File: config.mk
export PLATFORM = sky130hd
export DESIGN_NAME = mpm_monitor
export DESIGN_NICKNAME = d
export VERILOG_FILES = /design/src/hdl/mpm_pkg.sv /design/src/hdl/mpm_tmr_if.sv /design/src/hdl/mpm_timer.sv /design/src/hdl/mpm_monitor.sv
export VERILOG_INCLUDE_DIRS = /design/src /design/src/hdl
export SDC_FILE = /design/constraint.sdc
export NUM_CORES = 1
export LEC_CHECK = 0
export BUFFER_PORTS_ARGS = -buffer_cell sky130_fd_sc_hd__buf_4
export CAP_MARGIN = 20
export CORE_MARGIN = 8
export CORE_UTILIZATION = 35
export DETAILED_ROUTE_END_ITERATION = 12
export HOLD_SLACK_MARGIN = 0.1
export PLACE_DENSITY_LB_ADDON = 0.15
export SYNTH_ARGS = -nofsm -noshare
export SYNTH_HDL_FRONTEND = slang
export SYNTH_SLANG_ARGS = --single-unit
export TNS_END_PERCENT = 10
File: constraint.sdc
create_clock -name mclk -period 9.26 [get_ports mclk]
set_input_delay 0.463 -clock mclk [delete_from_list [all_inputs] [get_ports mclk]]
set_output_delay 0.463 -clock mclk [all_outputs]
set_load 0.02 [all_outputs]
File: src/hdl/mpm_regs.svh
// constants for the motor protection monitor: limits, reset values, timing counts
// assumes a 50 MHz mclk; current settings are coded in fixed steps of rated current
`ifndef MPM_REGS_SVH
`define MPM_REGS_SVH

`define MPM_CLK_PERIOD_NS   20
`define MPM_HALF_SEC_NS     500000000
`define MPM_HALF_SEC_CYC    (`MPM_HALF_SEC_NS / `MPM_CLK_PERIOD_NS)
`define MPM_RESID_SUPPR_MS  1000
`define MPM_RESID_SUPPR_HLF (`MPM_RESID_SUPPR_MS / 500)

// limits in 1/32 of rated current
`define MPM_STEP_SHIFT      5
`define MPM_LOWER_MIN       6
`define MPM_LOWER_MAX       32
`define MPM_LOWER_DEF       6
`define MPM_UPPER_MIN       16
`define MPM_UPPER_MAX       48
`define MPM_UPPER_DEF       36
`define MPM_RESID_LIM       6
// blocking current in 1/2 of rated current
`define MPM_BLOCK_SHIFT     1
`define MPM_BLOCK_MIN       1
`define MPM_BLOCK_MAX       20
`define MPM_BLOCK_DEF       16
// blocking time in half seconds
`define MPM_BTIME_MIN       2
`define MPM_BTIME_MAX       10
`define MPM_BTIME_DEF       2
// line protection ratio 211/100
`define MPM_LINE_NUM        211
`define MPM_LINE_DEN        100
// class times in seconds
`define MPM_CLASS10_S       10
`define MPM_CLASS20_S       20
`define MPM_CLASS30_S       30

`endif

File: src/hdl/mpm_pkg.sv
// types shared by the motor protection monitor and its timer
// assumes mpm_regs.svh supplies the numeric constants
package mpm_pkg;

    typedef enum logic [1:0] {SENS_OFF, SENS_SWITCH, SENS_PTC} mpm_sensor_t;
    typedef enum logic [1:0] {RESP_TRIP_HOLD, RESP_TRIP_AUTO, RESP_WARN} mpm_resp_t;
    typedef enum logic [1:0] {CLASS_10, CLASS_20, CLASS_30} mpm_class_t;
    typedef enum logic {ACT_WARN, ACT_TRIP} mpm_act_t;

endpackage

File: src/hdl/mpm_tmr_if.sv
// carrier between the monitor and its half-second timers
// channel 0 times the run since switch-on, channel 1 the block duration
interface mpm_tmr_if;
    logic [1:0]       run_en;
    logic [1:0][6:0]  halfs;

    modport ctl (output run_en, input halfs);
    modport tmr (input run_en, output halfs);
endinterface

File: src/hdl/mpm_timer.sv
// half-second stopwatches, one per channel, cleared while their enable is low
// assumes enables from the monitor's own flip-flops
module mpm_timer #(
    parameter int HALF_SEC_CYCLES = 25000000
) (
    // clock and reset
    input  wire logic    mclk,
    input  wire logic    rst,
    // channel enables and counts
    mpm_tmr_if.tmr       tif
);
    import mpm_pkg::*;

    localparam int CW = $clog2(HALF_SEC_CYCLES);

    typedef struct packed {
        logic [1:0][CW-1:0] cyc;
        logic [1:0][6:0]    halfs;
    } mpm_tmr_st_t;

    mpm_tmr_st_t         st_q;
    mpm_tmr_st_t         st_d;
    logic [1:0][CW-1:0]  cyc_nx;
    logic [1:0][6:0]     hlf_nx;

    for (genvar c = 0; c < 2; c++)
    begin : g_ch
        logic wrap;
        assign wrap = (st_q.cyc[c] == CW'(HALF_SEC_CYCLES - 1));
        assign cyc_nx[c] = !tif.run_en[c] ? '0 : (wrap ? '0 : st_q.cyc[c] + 1'b1);
        // saturate so a long run never wraps back under the class time
        assign hlf_nx[c] = !tif.run_en[c] ? 7'h00 :
                           (wrap && st_q.halfs[c] != 7'h7f) ? st_q.halfs[c] + 7'h01 :
                           st_q.halfs[c];
        assign tif.halfs[c] = st_q.halfs[c];
    end

    always_comb
    begin
        st_d       = st_q;
        st_d.cyc   = cyc_nx;
        st_d.halfs = hlf_nx;
    end

    always_ff @(posedge mclk)
    begin
        if (rst)
            st_q <= '0;
        else
            st_q <= st_d;
    end
endmodule

File: src/hdl/mpm_monitor.sv
// motor protection monitor: winding sensor, line protection, current limits,
// blocking and residual current, trip or warn responses for sensor, limits and residual (line and block always trip), and motor enable
// assumes phase currents and rated current share one unit and are synchronous
// to mclk; sensor front-end delivers clean levels for contact, ptc and lead state
`include "mpm_regs.svh"

module mpm_monitor #(
    parameter int IW              = 16,
    parameter int HALF_SEC_CYCLES = `MPM_HALF_SEC_CYC
) (
    // clock and reset
    input  wire logic                 mclk,
    input  wire logic                 rst,
    // settings, taken on cfg_write
    input  wire logic                 cfg_write,
    input  wire mpm_pkg::mpm_sensor_t cfg_sensor,
    input  wire mpm_pkg::mpm_resp_t   cfg_sensor_resp,
    input  wire logic                 cfg_lead_mon,
    input  wire mpm_pkg::mpm_class_t  cfg_class,
    input  wire logic [5:0]           cfg_lower_limit,
    input  wire logic [5:0]           cfg_upper_limit,
    input  wire mpm_pkg::mpm_act_t    cfg_limit_act,
    input  wire logic [4:0]           cfg_block_current,
    input  wire logic [3:0]           cfg_block_time,
    input  wire mpm_pkg::mpm_act_t    cfg_resid_act,
    input  wire logic                 cfg_line_prot,
    // measurement and sensor
    input  wire logic [2:0][IW-1:0]   phase_current,
    input  wire logic [IW-1:0]        rated_operational_current,
    input  wire logic [IW-1:0]        max_setting_current,
    input  wire logic                 sensor_contact_open,
    input  wire logic                 sensor_ptc_hot,
    input  wire logic                 sensor_lead_open,
    input  wire logic                 sensor_lead_shorted,
    // commands
    input  wire logic                 start_cmd,
    input  wire logic                 trip_reset,
    // motor and signals
    output logic                      motor_on,
    output logic                      sensor_overload,
    output logic                      sensor_wire_break,
    output logic                      sensor_short,
    output logic                      overload_trip,
    output logic                      line_overload,
    output logic                      line_trip,
    output logic                      upper_violation,
    output logic                      lower_violation,
    output logic                      limit_trip,
    output logic                      residual_detected,
    output logic                      residual_trip,
    output logic                      block_detected,
    output logic                      block_trip
);
    import mpm_pkg::*;

    typedef struct packed {
        mpm_sensor_t  sensor;
        mpm_resp_t    sensor_resp;
        logic         lead_mon;
        mpm_class_t   trip_class;
        logic [5:0]   lower;
        logic [5:0]   upper;
        mpm_act_t     limit_act;
        logic [4:0]   block_cur;
        logic [3:0]   block_time;
        mpm_act_t     resid_act;
        logic         line_prot;
        logic         motor_on;
        logic         sens_ovl;
        logic         sens_brk;
        logic         sens_sht;
        logic         ovl_trip;
        logic         sens_latch;
        logic         line_ovl;
        logic         line_trip;
        logic         upper_viol;
        logic         lower_viol;
        logic         limit_trip;
        logic         resid_det;
        logic         resid_trip;
        logic         block_det;
        logic         block_trip;
    } mpm_st_t;

    mpm_st_t     st_q;
    mpm_st_t     st_d;
    mpm_tmr_if   tif ();

    // per-phase comparisons against rated current scaled by the code, residual by a fixed 6, line by max setting current
    logic [2:0]  ph_above_upper;
    logic [2:0]  ph_below_lower;
    logic [2:0]  ph_below_resid;
    logic [2:0]  ph_above_block;
    logic [2:0]  ph_above_line;

    logic [31:0] rated_w;
    logic [31:0] upper_ref;
    logic [31:0] lower_ref;
    logic [31:0] resid_ref;
    logic [31:0] block_ref;
    logic [31:0] line_ref;

    assign rated_w   = 32'(rated_operational_current);
    assign upper_ref = 32'(st_q.upper) * rated_w;
    assign lower_ref = 32'(st_q.lower) * rated_w;
    assign resid_ref = 32'(`MPM_RESID_LIM) * rated_w;
    assign block_ref = 32'(st_q.block_cur) * rated_w;
    assign line_ref  = 32'(`MPM_LINE_NUM) * 32'(max_setting_current);

    for (genvar p = 0; p < 3; p++)
    begin : g_phase
        logic [31:0] i_step;
        logic [31:0] i_half;
        logic [31:0] i_line;
        assign i_step = 32'(phase_current[p]) << `MPM_STEP_SHIFT;
        assign i_half = 32'(phase_current[p]) << `MPM_BLOCK_SHIFT;
        assign i_line = 32'(phase_current[p]) * 32'(`MPM_LINE_DEN);
        assign ph_above_upper[p] = i_step > upper_ref;
        assign ph_below_lower[p] = i_step < lower_ref;
        assign ph_below_resid[p] = i_step < resid_ref;
        assign ph_above_block[p] = i_half > block_ref;
        assign ph_above_line[p]  = i_line >= line_ref;
    end

    // run timer since switch-on, block timer while block persists
    assign tif.run_en = {st_q.block_det, st_q.motor_on};

    mpm_timer #(
        .HALF_SEC_CYCLES (HALF_SEC_CYCLES)
    ) u_timer (
        .mclk (mclk),
        .rst  (rst),
        .tif  (tif)
    );

    // out-of-range codes are clamped rather than refused
    function automatic logic [5:0] clamp6(input logic [5:0] v, input logic [5:0] lo,
                                          input logic [5:0] hi);
        clamp6 = (v < lo) ? lo : ((v > hi) ? hi : v);
    endfunction

    logic [6:0]  class_halfs;
    logic        class_done;
    logic        resid_armed;
    logic        sens_cause;
    logic        limit_cond;
    logic        any_trip;

    always_comb
    begin
        unique case (st_q.trip_class)
            CLASS_10: class_halfs = 7'(2 * `MPM_CLASS10_S);
            CLASS_20: class_halfs = 7'(2 * `MPM_CLASS20_S);
            CLASS_30: class_halfs = 7'(2 * `MPM_CLASS30_S);
            default:  class_halfs = 7'(2 * `MPM_CLASS10_S);
        endcase
    end

    assign class_done  = st_q.motor_on && tif.halfs[0] >= class_halfs;
    assign resid_armed = st_q.motor_on && tif.halfs[0] >= 7'(`MPM_RESID_SUPPR_HLF);

    always_comb
    begin
        st_d = st_q;

        // settings
        if (cfg_write)
        begin
            st_d.sensor      = cfg_sensor;
            st_d.sensor_resp = cfg_sensor_resp;
            st_d.lead_mon    = cfg_lead_mon;
            st_d.trip_class  = cfg_class;
            st_d.lower       = clamp6(cfg_lower_limit, 6'(`MPM_LOWER_MIN),
                                      6'(`MPM_LOWER_MAX));
            st_d.upper       = clamp6(cfg_upper_limit, 6'(`MPM_UPPER_MIN),
                                      6'(`MPM_UPPER_MAX));
            st_d.limit_act   = cfg_limit_act;
            st_d.block_cur   = 5'(clamp6(6'(cfg_block_current), 6'(`MPM_BLOCK_MIN),
                                         6'(`MPM_BLOCK_MAX)));
            st_d.block_time  = 4'(clamp6(6'(cfg_block_time), 6'(`MPM_BTIME_MIN),
                                         6'(`MPM_BTIME_MAX)));
            st_d.resid_act   = cfg_resid_act;
            st_d.line_prot   = cfg_line_prot;
        end

        // winding sensor
        unique case (st_q.sensor)
            SENS_OFF:
            begin
                st_d.sens_ovl = 1'b0;
                st_d.sens_brk = 1'b0;
                st_d.sens_sht = 1'b0;
            end
            SENS_SWITCH:
            begin
                st_d.sens_ovl = sensor_contact_open;
                st_d.sens_brk = 1'b0;
                st_d.sens_sht = 1'b0;
            end
            SENS_PTC:
            begin
                st_d.sens_ovl = sensor_ptc_hot;
                st_d.sens_brk = st_q.lead_mon && sensor_lead_open;
                st_d.sens_sht = st_q.lead_mon && sensor_lead_shorted;
            end
            default:
            begin
                st_d.sens_ovl = 1'b0;
                st_d.sens_brk = 1'b0;
                st_d.sens_sht = 1'b0;
            end
        endcase
        sens_cause    = st_q.sens_ovl || st_q.sens_brk || st_q.sens_sht;
        st_d.ovl_trip = st_d.sens_ovl || st_d.sens_brk || st_d.sens_sht;

        // sensor response; setting wins over clearing in the same cycle
        if (st_q.sensor == SENS_OFF || st_q.sensor_resp == RESP_WARN)
            st_d.sens_latch = 1'b0;
        else if (sens_cause)
            st_d.sens_latch = 1'b1;
        else if (st_q.sensor_resp == RESP_TRIP_AUTO)
            st_d.sens_latch = 1'b0;
        else if (trip_reset)
            st_d.sens_latch = 1'b0;

        // line protection
        st_d.line_ovl = st_q.line_prot && st_q.motor_on && (|ph_above_line);
        if (st_q.line_ovl)
            st_d.line_trip = 1'b1;
        else if (trip_reset || !st_q.line_prot)
            st_d.line_trip = 1'b0;

        // upper and lower limits, only after class time
        st_d.upper_viol = class_done && (|ph_above_upper);
        st_d.lower_viol = class_done && (|ph_below_lower);
        limit_cond      = st_q.upper_viol || st_q.lower_viol;
        if (limit_cond && st_q.limit_act == ACT_TRIP)
            st_d.limit_trip = 1'b1;
        else if (trip_reset || st_q.limit_act == ACT_WARN)
            st_d.limit_trip = 1'b0;

        // residual current, all three phases low
        st_d.resid_det = resid_armed && (&ph_below_resid);
        if (st_q.resid_det && st_q.resid_act == ACT_TRIP)
            st_d.resid_trip = 1'b1;
        else if (trip_reset || st_q.resid_act == ACT_WARN)
            st_d.resid_trip = 1'b0;

        // block detection independent of class time
        st_d.block_det = |ph_above_block;
        if (st_q.block_det && (|ph_above_block) &&
            tif.halfs[1] >= 7'(st_q.block_time))
            st_d.block_trip = 1'b1;
        else if (trip_reset)
            st_d.block_trip = 1'b0;

        // motor runs while started and nothing holds it off
        any_trip = st_d.sens_latch || st_d.line_trip || st_d.limit_trip ||
                   st_d.resid_trip || st_d.block_trip;
        st_d.motor_on = start_cmd && !any_trip;
    end

    always_ff @(posedge mclk)
    begin
        if (rst)
        begin
            st_q             <= '0;
            st_q.sensor      <= SENS_OFF;
            st_q.sensor_resp <= RESP_TRIP_HOLD;
            st_q.lead_mon    <= 1'b1;
            st_q.trip_class  <= CLASS_10;
            st_q.lower       <= 6'(`MPM_LOWER_DEF);
            st_q.upper       <= 6'(`MPM_UPPER_DEF);
            st_q.limit_act   <= ACT_WARN;
            st_q.block_cur   <= 5'(`MPM_BLOCK_DEF);
            st_q.block_time  <= 4'(`MPM_BTIME_DEF);
            st_q.resid_act   <= ACT_TRIP;
            st_q.line_prot   <= 1'b0;
        end
        else
            st_q <= st_d;
    end

    assign motor_on          = st_q.motor_on;
    assign sensor_overload   = st_q.sens_ovl;
    assign sensor_wire_break = st_q.sens_brk;
    assign sensor_short      = st_q.sens_sht;
    assign overload_trip     = st_q.ovl_trip;
    assign line_overload     = st_q.line_ovl;
    assign line_trip         = st_q.line_trip;
    assign upper_violation   = st_q.upper_viol;
    assign lower_violation   = st_q.lower_viol;
    assign limit_trip        = st_q.limit_trip;
    assign residual_detected = st_q.resid_det;
    assign residual_trip     = st_q.resid_trip;
    assign block_detected    = st_q.block_det;
    assign block_trip        = st_q.block_trip;
endmodule

== Word-level counts from Yosys, hierarchy flattened ==
Index checks and enable logic that the tools add are counted.

* Register bits after elaboration: 110
* Word-level logic and storage cells: 145
* Memories kept: 0
* Memory bits (read-only): 0
* Memory bits (writable): 0
* Latch bits: 0

* Reduce and logical (&&, ||, !) cells: 41
* Mux-type cells: 22
* Equal/unequal tests: 10
* Shift operators: 0
* Div/mod/pow operators: 0
* Bitwise operators: 4
* $mul: 8
* Magnitude comparators: 26
* Add/subtract/negate cells: 4

{| class="wikitable"
|+ Operator list
! cell !! number
|-
| >= comparator 23 x 24 -> 1 bit || 3
|-
| > comparator 21 x 22 -> 1 bit || 3
|-
| less-than comparator 21 x 22 -> 1 bit || 3
|-
| > comparator 17 x 21 -> 1 bit || 3
|-
| less-than comparator 21 x 19 -> 1 bit || 3
|-
| multiplier 16 x 5 -> 21 bit (second input constant) || 3
|-
| adder 25 x 1 -> 25 bit (second input constant) || 2
|-
| == test 25 bit (second input constant) || 2
|-
| multiplier 6 x 16 -> 22 bit || 2
|-
| multiplier 8 x 16 -> 24 bit (first input constant) || 1
|-
| two-way mux 6 bit || 4
|-
| multiplier 5 x 16 -> 21 bit || 1
|-
| multiplier 2 x 16 -> 18 bit (first input constant) || 1
|-
| OR reduction 3 bit || 6
|-
| logical AND 1 bit || 16
|-
| adder 7 x 1 -> 7 bit (second input constant) || 2
|-
| inequality test 7 bit (second input constant) || 2
|-
| logical OR 1 bit || 13
|-
| > comparator 6 bit (second input constant) || 2
|-
| two-way mux 1 bit || 12
|-
| one-hot mux 6 bit (2 select lines) || 1
|-
| two-way mux 5 bit || 2
|-
| two-way mux 4 bit || 2
|-
| >= comparator 7 x 2 -> 1 bit (second input constant) || 1
|-
| 16 further kinds || 25
|}

== Longest topological paths before layout ==
* Word-level depth: 10
* Mapped depth: 30

== Cells and area by module ==
Synthesis repeated with hierarchy kept, for this count alone.

* Cell total of the unflattened synthesis: 3115
* Area, all modules: 25941.1 µm²

{| class="wikitable"
|+ Modules (own cells, without submodules)
! module !! instances !! cells each !! area an instance (µm²)
|-
| mpm_monitor || 1 || 2762 || 22813.1
|-
| mpm_timer || 1 || 353 || 3128.0
|}

== Worst setup path after synthesis ==
OpenSTA, ideal clock, no wires.

* Path type: in2reg
* Start point: input rated_operational_current[0]
* End point: register st_q (netlist bit upper_violation)
* Path slack: 3.327 ns
* Path buffers: 2
* Stages on the path: 27
* Arrival time: 5.804 ns
* Path through: clkbuf_1 clkbuf_1 nand2_1 fa_1 fa_1 fa_1 inv_1 ha_1 a21oi_1 o21bai_1 a21oi_1 nor2b_1 o21a_1 o31a_1 o211ai_1 and2_1 a21bo_2 ha_1 a21o_1 a21o_1 a21o_1 a21oi_1 o21ai_0 a21oi_1 a31oi_1 nor2_1 nor3_1

* Longest elaborated chain between the ends: 4

{| class="wikitable"
|+ Ends and longest elaborated chain
! item !! line !! RTL
|-
| start: declaration || mpm_monitor.sv:29 || <nowiki>input wire logic [IW-1:0] rated_operational_current,</nowiki>
|-
| multiplier 6 x 16 -> 22 bit * || mpm_monitor.sv:104 || <nowiki>assign upper_ref = 32'(st_q.upper) * rated_w;</nowiki>
|-
| > comparator 21 x 22 -> 1 bit || mpm_monitor.sv:118 || <nowiki>assign ph_above_upper[p] = i_step > upper_ref;</nowiki>
|-
| OR reduction 3 bit * || mpm_monitor.sv:234 || <nowiki>st_d.upper_viol = class_done && (|ph_above_upper);</nowiki>
|-
| logical AND 1 bit * || mpm_monitor.sv:234 ||
|-
| end signal: assignment || mpm_monitor.sv:281 || <nowiki>st_q <= st_d;</nowiki>
|-
| end: declaration || mpm_monitor.sv:85 || <nowiki>mpm_st_t st_q;</nowiki>
|}

Mark *: on every way between the ends. The rest lies on a longest branch, timed or not.
A chain may end at the register's enable or synchronous reset.

== Worst setup path in the final report ==
* Start point: register st_q[29] in the netlist's numbering
* End point: register st_q (netlist bit upper_violation)

* Longest elaborated chain between the ends: 4

{| class="wikitable"
|+ Ends and longest elaborated chain
! item !! line
|-
| multiplier 6 x 16 -> 22 bit * || mpm_monitor.sv:104
|-
| > comparator 21 x 22 -> 1 bit || mpm_monitor.sv:118
|-
| OR reduction 3 bit * || mpm_monitor.sv:234
|-
| logical AND 1 bit * || mpm_monitor.sv:234
|}

Marked as above.

==> results.py <==
metrics = {
    "status": {
        "status": "completed",
    },
    "setup_path": {
        "required_ns": 9.46,
        "r2r_start": "st_q[29]",
        "cp-start-kind": "flip-flop",
        "crit_path_top_delay_cell": "dfxtp_1",
        "arrival_ns": 7.31,
        "critPathKind": "reg -> reg",
        "r2r_end": "upper_violation",
        "reg2reg_depth": 27,
        "cp_slowest_stage_delay_ns": 0.85,
        "reg2reg_slack_ns": 2.15,
        "cp_max_fo": 17,
        "crit_path_end_kind": "flip-flop",
    },
    "worst_hold_path": {
        "holdPathEnd": "st_q[16]",
        "holdCritPathClass": "in -> reg",
        "worstHoldPathCells": 3,
        "worstHoldStart": "cfg_resid_act",
    },
    "synth": {
        "ys.flop_type": "dfxtp_1",
        "ys_warn_count": 0,
        "netlist.area_leader.share_pct": 28.4,
        "synth_top_area_cell": "ha_1",
        "yosysUniqueCellTypes": 75,
        "synthCells": 3102,
        "synth-edff-count": 0,
        "ys_top_cells_by_area": "ha_1, fa_1, dfxtp_1",
        "netlist_area_mm2": 0.0257,
        "seq_area_frac_synth_pct": 8.57,
        "synth_nets": 4031,
        "synth_seq_cells": 110,
        "avgSynthCellArea_um2": 8.28,
        "async_flop_share_pct": 0,
    },
    "place": {
        "dp_hpwl_um": 63400,
        "gp_congestion": 0.910,
        "placed_cell_area_mm2": 0.0277,
        "dp.cells": 4135,
        "preCtsSetupSlack_ns": 2.23,
        "numPortBuffers": 133,
    },
    "layout": {
        "nNetsFinal": 4116,
        "synthToLayoutAreaGrowth_pct": 8.88,
        "layoutNonFillerInstCount": 4151,
        "largest-register": "u_timer.st_q",
        "largest_reg_flops": 50,
        "diodes": 0,
        "stdcell_area_mm2": 0.0280,
        "drive_above_1_share_pct": 5.76,
    },
    "pwr": {
        "clockPowerShare_pct": 7.8,
        "p_sw_share_pct": 52.5,
        "power_w": 0.00504,
        "comb_power_share_pct": 82.2,
        "power_switching_w": 0.00265,
        "p_leak_nw": 14.5,
        "vdd_drop_max_mv": 0.110,
        "power_frac_seq_pct": 10.1,
        "power.density_mw_per_mm2": 180,
        "intPower_w": 0.00239,
    },
    "timing": {
        "rsz0062_at_grt": "no",
        "finalCriticalPeriod_ns": 7.11,
        "fin_tns_setup_ns": 0,
        "timing.fmax_ghz": 0.141,
        "slew_headroom_pct": 41.2,
        "skew_ns": 0.0120,
        "drv_slew": 0,
        "hold_violations": 0,
        "fin_ws_ns": 2.15,
        "setup_violations": 0,
        "tightest_slew_ns": 0.882,
        "finalCritPeriodShare_pct": 76.8,
    },
    "floorplan": {
        "ios": 134,
        "die_area_mm2": 0.0823,
        "die_y_um": 287,
        "rows": 99,
        "start_util_pct": 35.3,
        "core_area_mm2": 0.0728,
        "fp.dieW_um": 287,
    },
    "global_routing": {
        "overflow": 0,
        "grt_max_degree": 35,
        "antenna_found_initial": 3,
        "grt_usage_pct": 18.5,
        "first_global_vias": 21700,
        "grt_pass1_wl_um": 122000,
    },
    "clock_tree": {
        "clk_latency_ns": 0.37,
        "cts-htree-levels": 3,
        "post_cts_buffers": 0,
        "cts_tree": "built",
        "cts_buffers": 9,
        "clock_sinks": 110,
        "root_buffer": "clkbuf_16",
        "ctsResizeCount": 0,
        "clockBufferDepth": 2,
        "path_clk_slew_ns": 0.08,
        "holdBufCountCts": 0,
    },
    "routing": {
        "firstDrtPassIters": 5,
        "ant_nets": 0,
        "wl_per_cell_um": 18.4,
        "drc": 0,
        "drt-initial-drc-count": 1031,
        "via_per_inst": 5.16,
        "num_vias": 21400,
        "drt-total-wl_um": 76500,
    },
    "job": {
        "drv_cap": 0,
    },
}
## cells in the mapped netlist, types with 5 or more instances
cell type / number
a211oi_1: 22
nand2_1: 290
a21oi_1: 152
o211ai_1: 20
nor2b_1: 30
ha_1: 584
or3_1: 15
o31ai_1: 11
nand3_1: 69
a21boi_0: 17
nor3_1: 43
a21o_1: 93
nand2b_1: 24
a31oi_1: 18
a2111oi_0: 7
and2_1: 101
mux2i_1: 17
o311a_1: 5
nand3b_1: 5
a211o_1: 12
o21ai_0: 104
dfxtp_1: 110
and4_1: 7
a41o_1: 6
nor4_1: 12
o41ai_1: 5
a31o_2: 5
o21bai_1: 13
xnor2_1: 75
o21a_1: 19
clkbuf_1: 60
nand4_1: 32
nor3b_1: 5
nor2_1: 191
or2_2: 13
fa_1: 225
xor2_1: 81
o31a_1: 12
and3_1: 35
inv_1: 493
## worst max-delay path, delay by kind of cell, from the launching register on
kind	cells	cell delay, ns
flip-flops	1	0.85
adder cells (fa/ha/maj)	5	2.20
AND/OR/NAND/NOR	3	0.53
AO/OA/AOI/OAI	15	2.70
buffers and inverters	3	0.17
XOR/XNOR	1	0.45
## layout by cell type, fill, tap and decap left out, types with 18 or more instances in the layout
master / netlist / final
a211oi_1: 22 / 22
a21o_1: 93 / 93
a21oi_1: 152 / 152
a31oi_1: 18 / 18
and2_1: 101 / 101
and3_1: 35 / 35
buf_4: 0 / 137
dfxtp_1: 110 / 110
fa_1: 225 / 225
ha_1: 584 / 584
inv_1: 493 / 493
nand2_1: 290 / 290
nand2b_1: 24 / 24
nand3_1: 69 / 69
nand4_1: 32 / 32
nor2_1: 191 / 191
nor2b_1: 30 / 30
nor3_1: 43 / 43
o211ai_1: 20 / 20
o21a_1: 19 / 19
o21ai_0: 104 / 104
xnor2_1: 75 / 75
xor2_1: 81 / 81
## routing by layer
layer	share of wire, %	global-route usage [%]	wire [µm]	vias to the layer above
met5	0.034	0	26	-
met4	1.9	3.97	1440	4
met3	5.2	2.62	4000	76
met2	43	29.1	33200	436
met1	49	26.6	37800	10200
li1	-	-	-	10700
## power groups by stage
stage / clock network, W / registers [W] / logic [W]
6_report: 0.000391 / 0.000508 / 0.00414
2_1_floorplan: 0 / 0.000502 / 0.00299
3_5_place_dp: 0 / 0.000519 / 0.00413
4_1_cts: 0.000409 / 0.000508 / 0.00417
3_3_place_gp: 0 / 0.000518 / 0.00407
5_1_grt: 0.000426 / 0.000510 / 0.00476
## area by class of cell
cell class,count,area [µm²]
timing repair buffer,137,1030
fill,7635,44900
sequential,110,2200
clock buffer,9,225
multi-input combinational,2436,21400
inverter,493,1850
clock inverter,7,63.8
tap,959,1200
## through the flow
stage	hold slack (ns)	util [%]
finish	0.323	38.4
floorplan	0.426	-
global route	0.315	38.4
global placement	0.441	38.0
CTS	0.299	38.4
detailed placement	0.449	38.0
## worst max path at each step
stage	start	end	slack, ns
after global placement	st_q[29]	upper_violation	2.17
after floorplan	rated_operational_current[0]	upper_violation	3.33
after CTS	st_q[29]	upper_violation	2.19
after global routing	st_q[29]	upper_violation	1.80
final	st_q[29]	upper_violation	2.15
after detailed placement	st_q[29]	upper_violation	2.23
## logic make-up (layout without fill, tap and decap cells)
| group | Yosys count | after routing | synth area share [%] |
|---|---|---|---|
| and+or+nand+nor | 886 | 886 | 16.6 |
| adders and majority gates | 813 | 813 | 46.1 |
| AOI/OAI and AO/OA | 563 | 563 | 14.5 |
| xor gates and xnor gates | 157 | 157 | 5.38 |
| DFF | 110 | 110 | 8.57 |
| muxes | 17 | 17 | 0.662 |
| buffers and inverters | 556 | 646 | 8.13 |
Note: power is estimated with default switching activity, not from simulation.
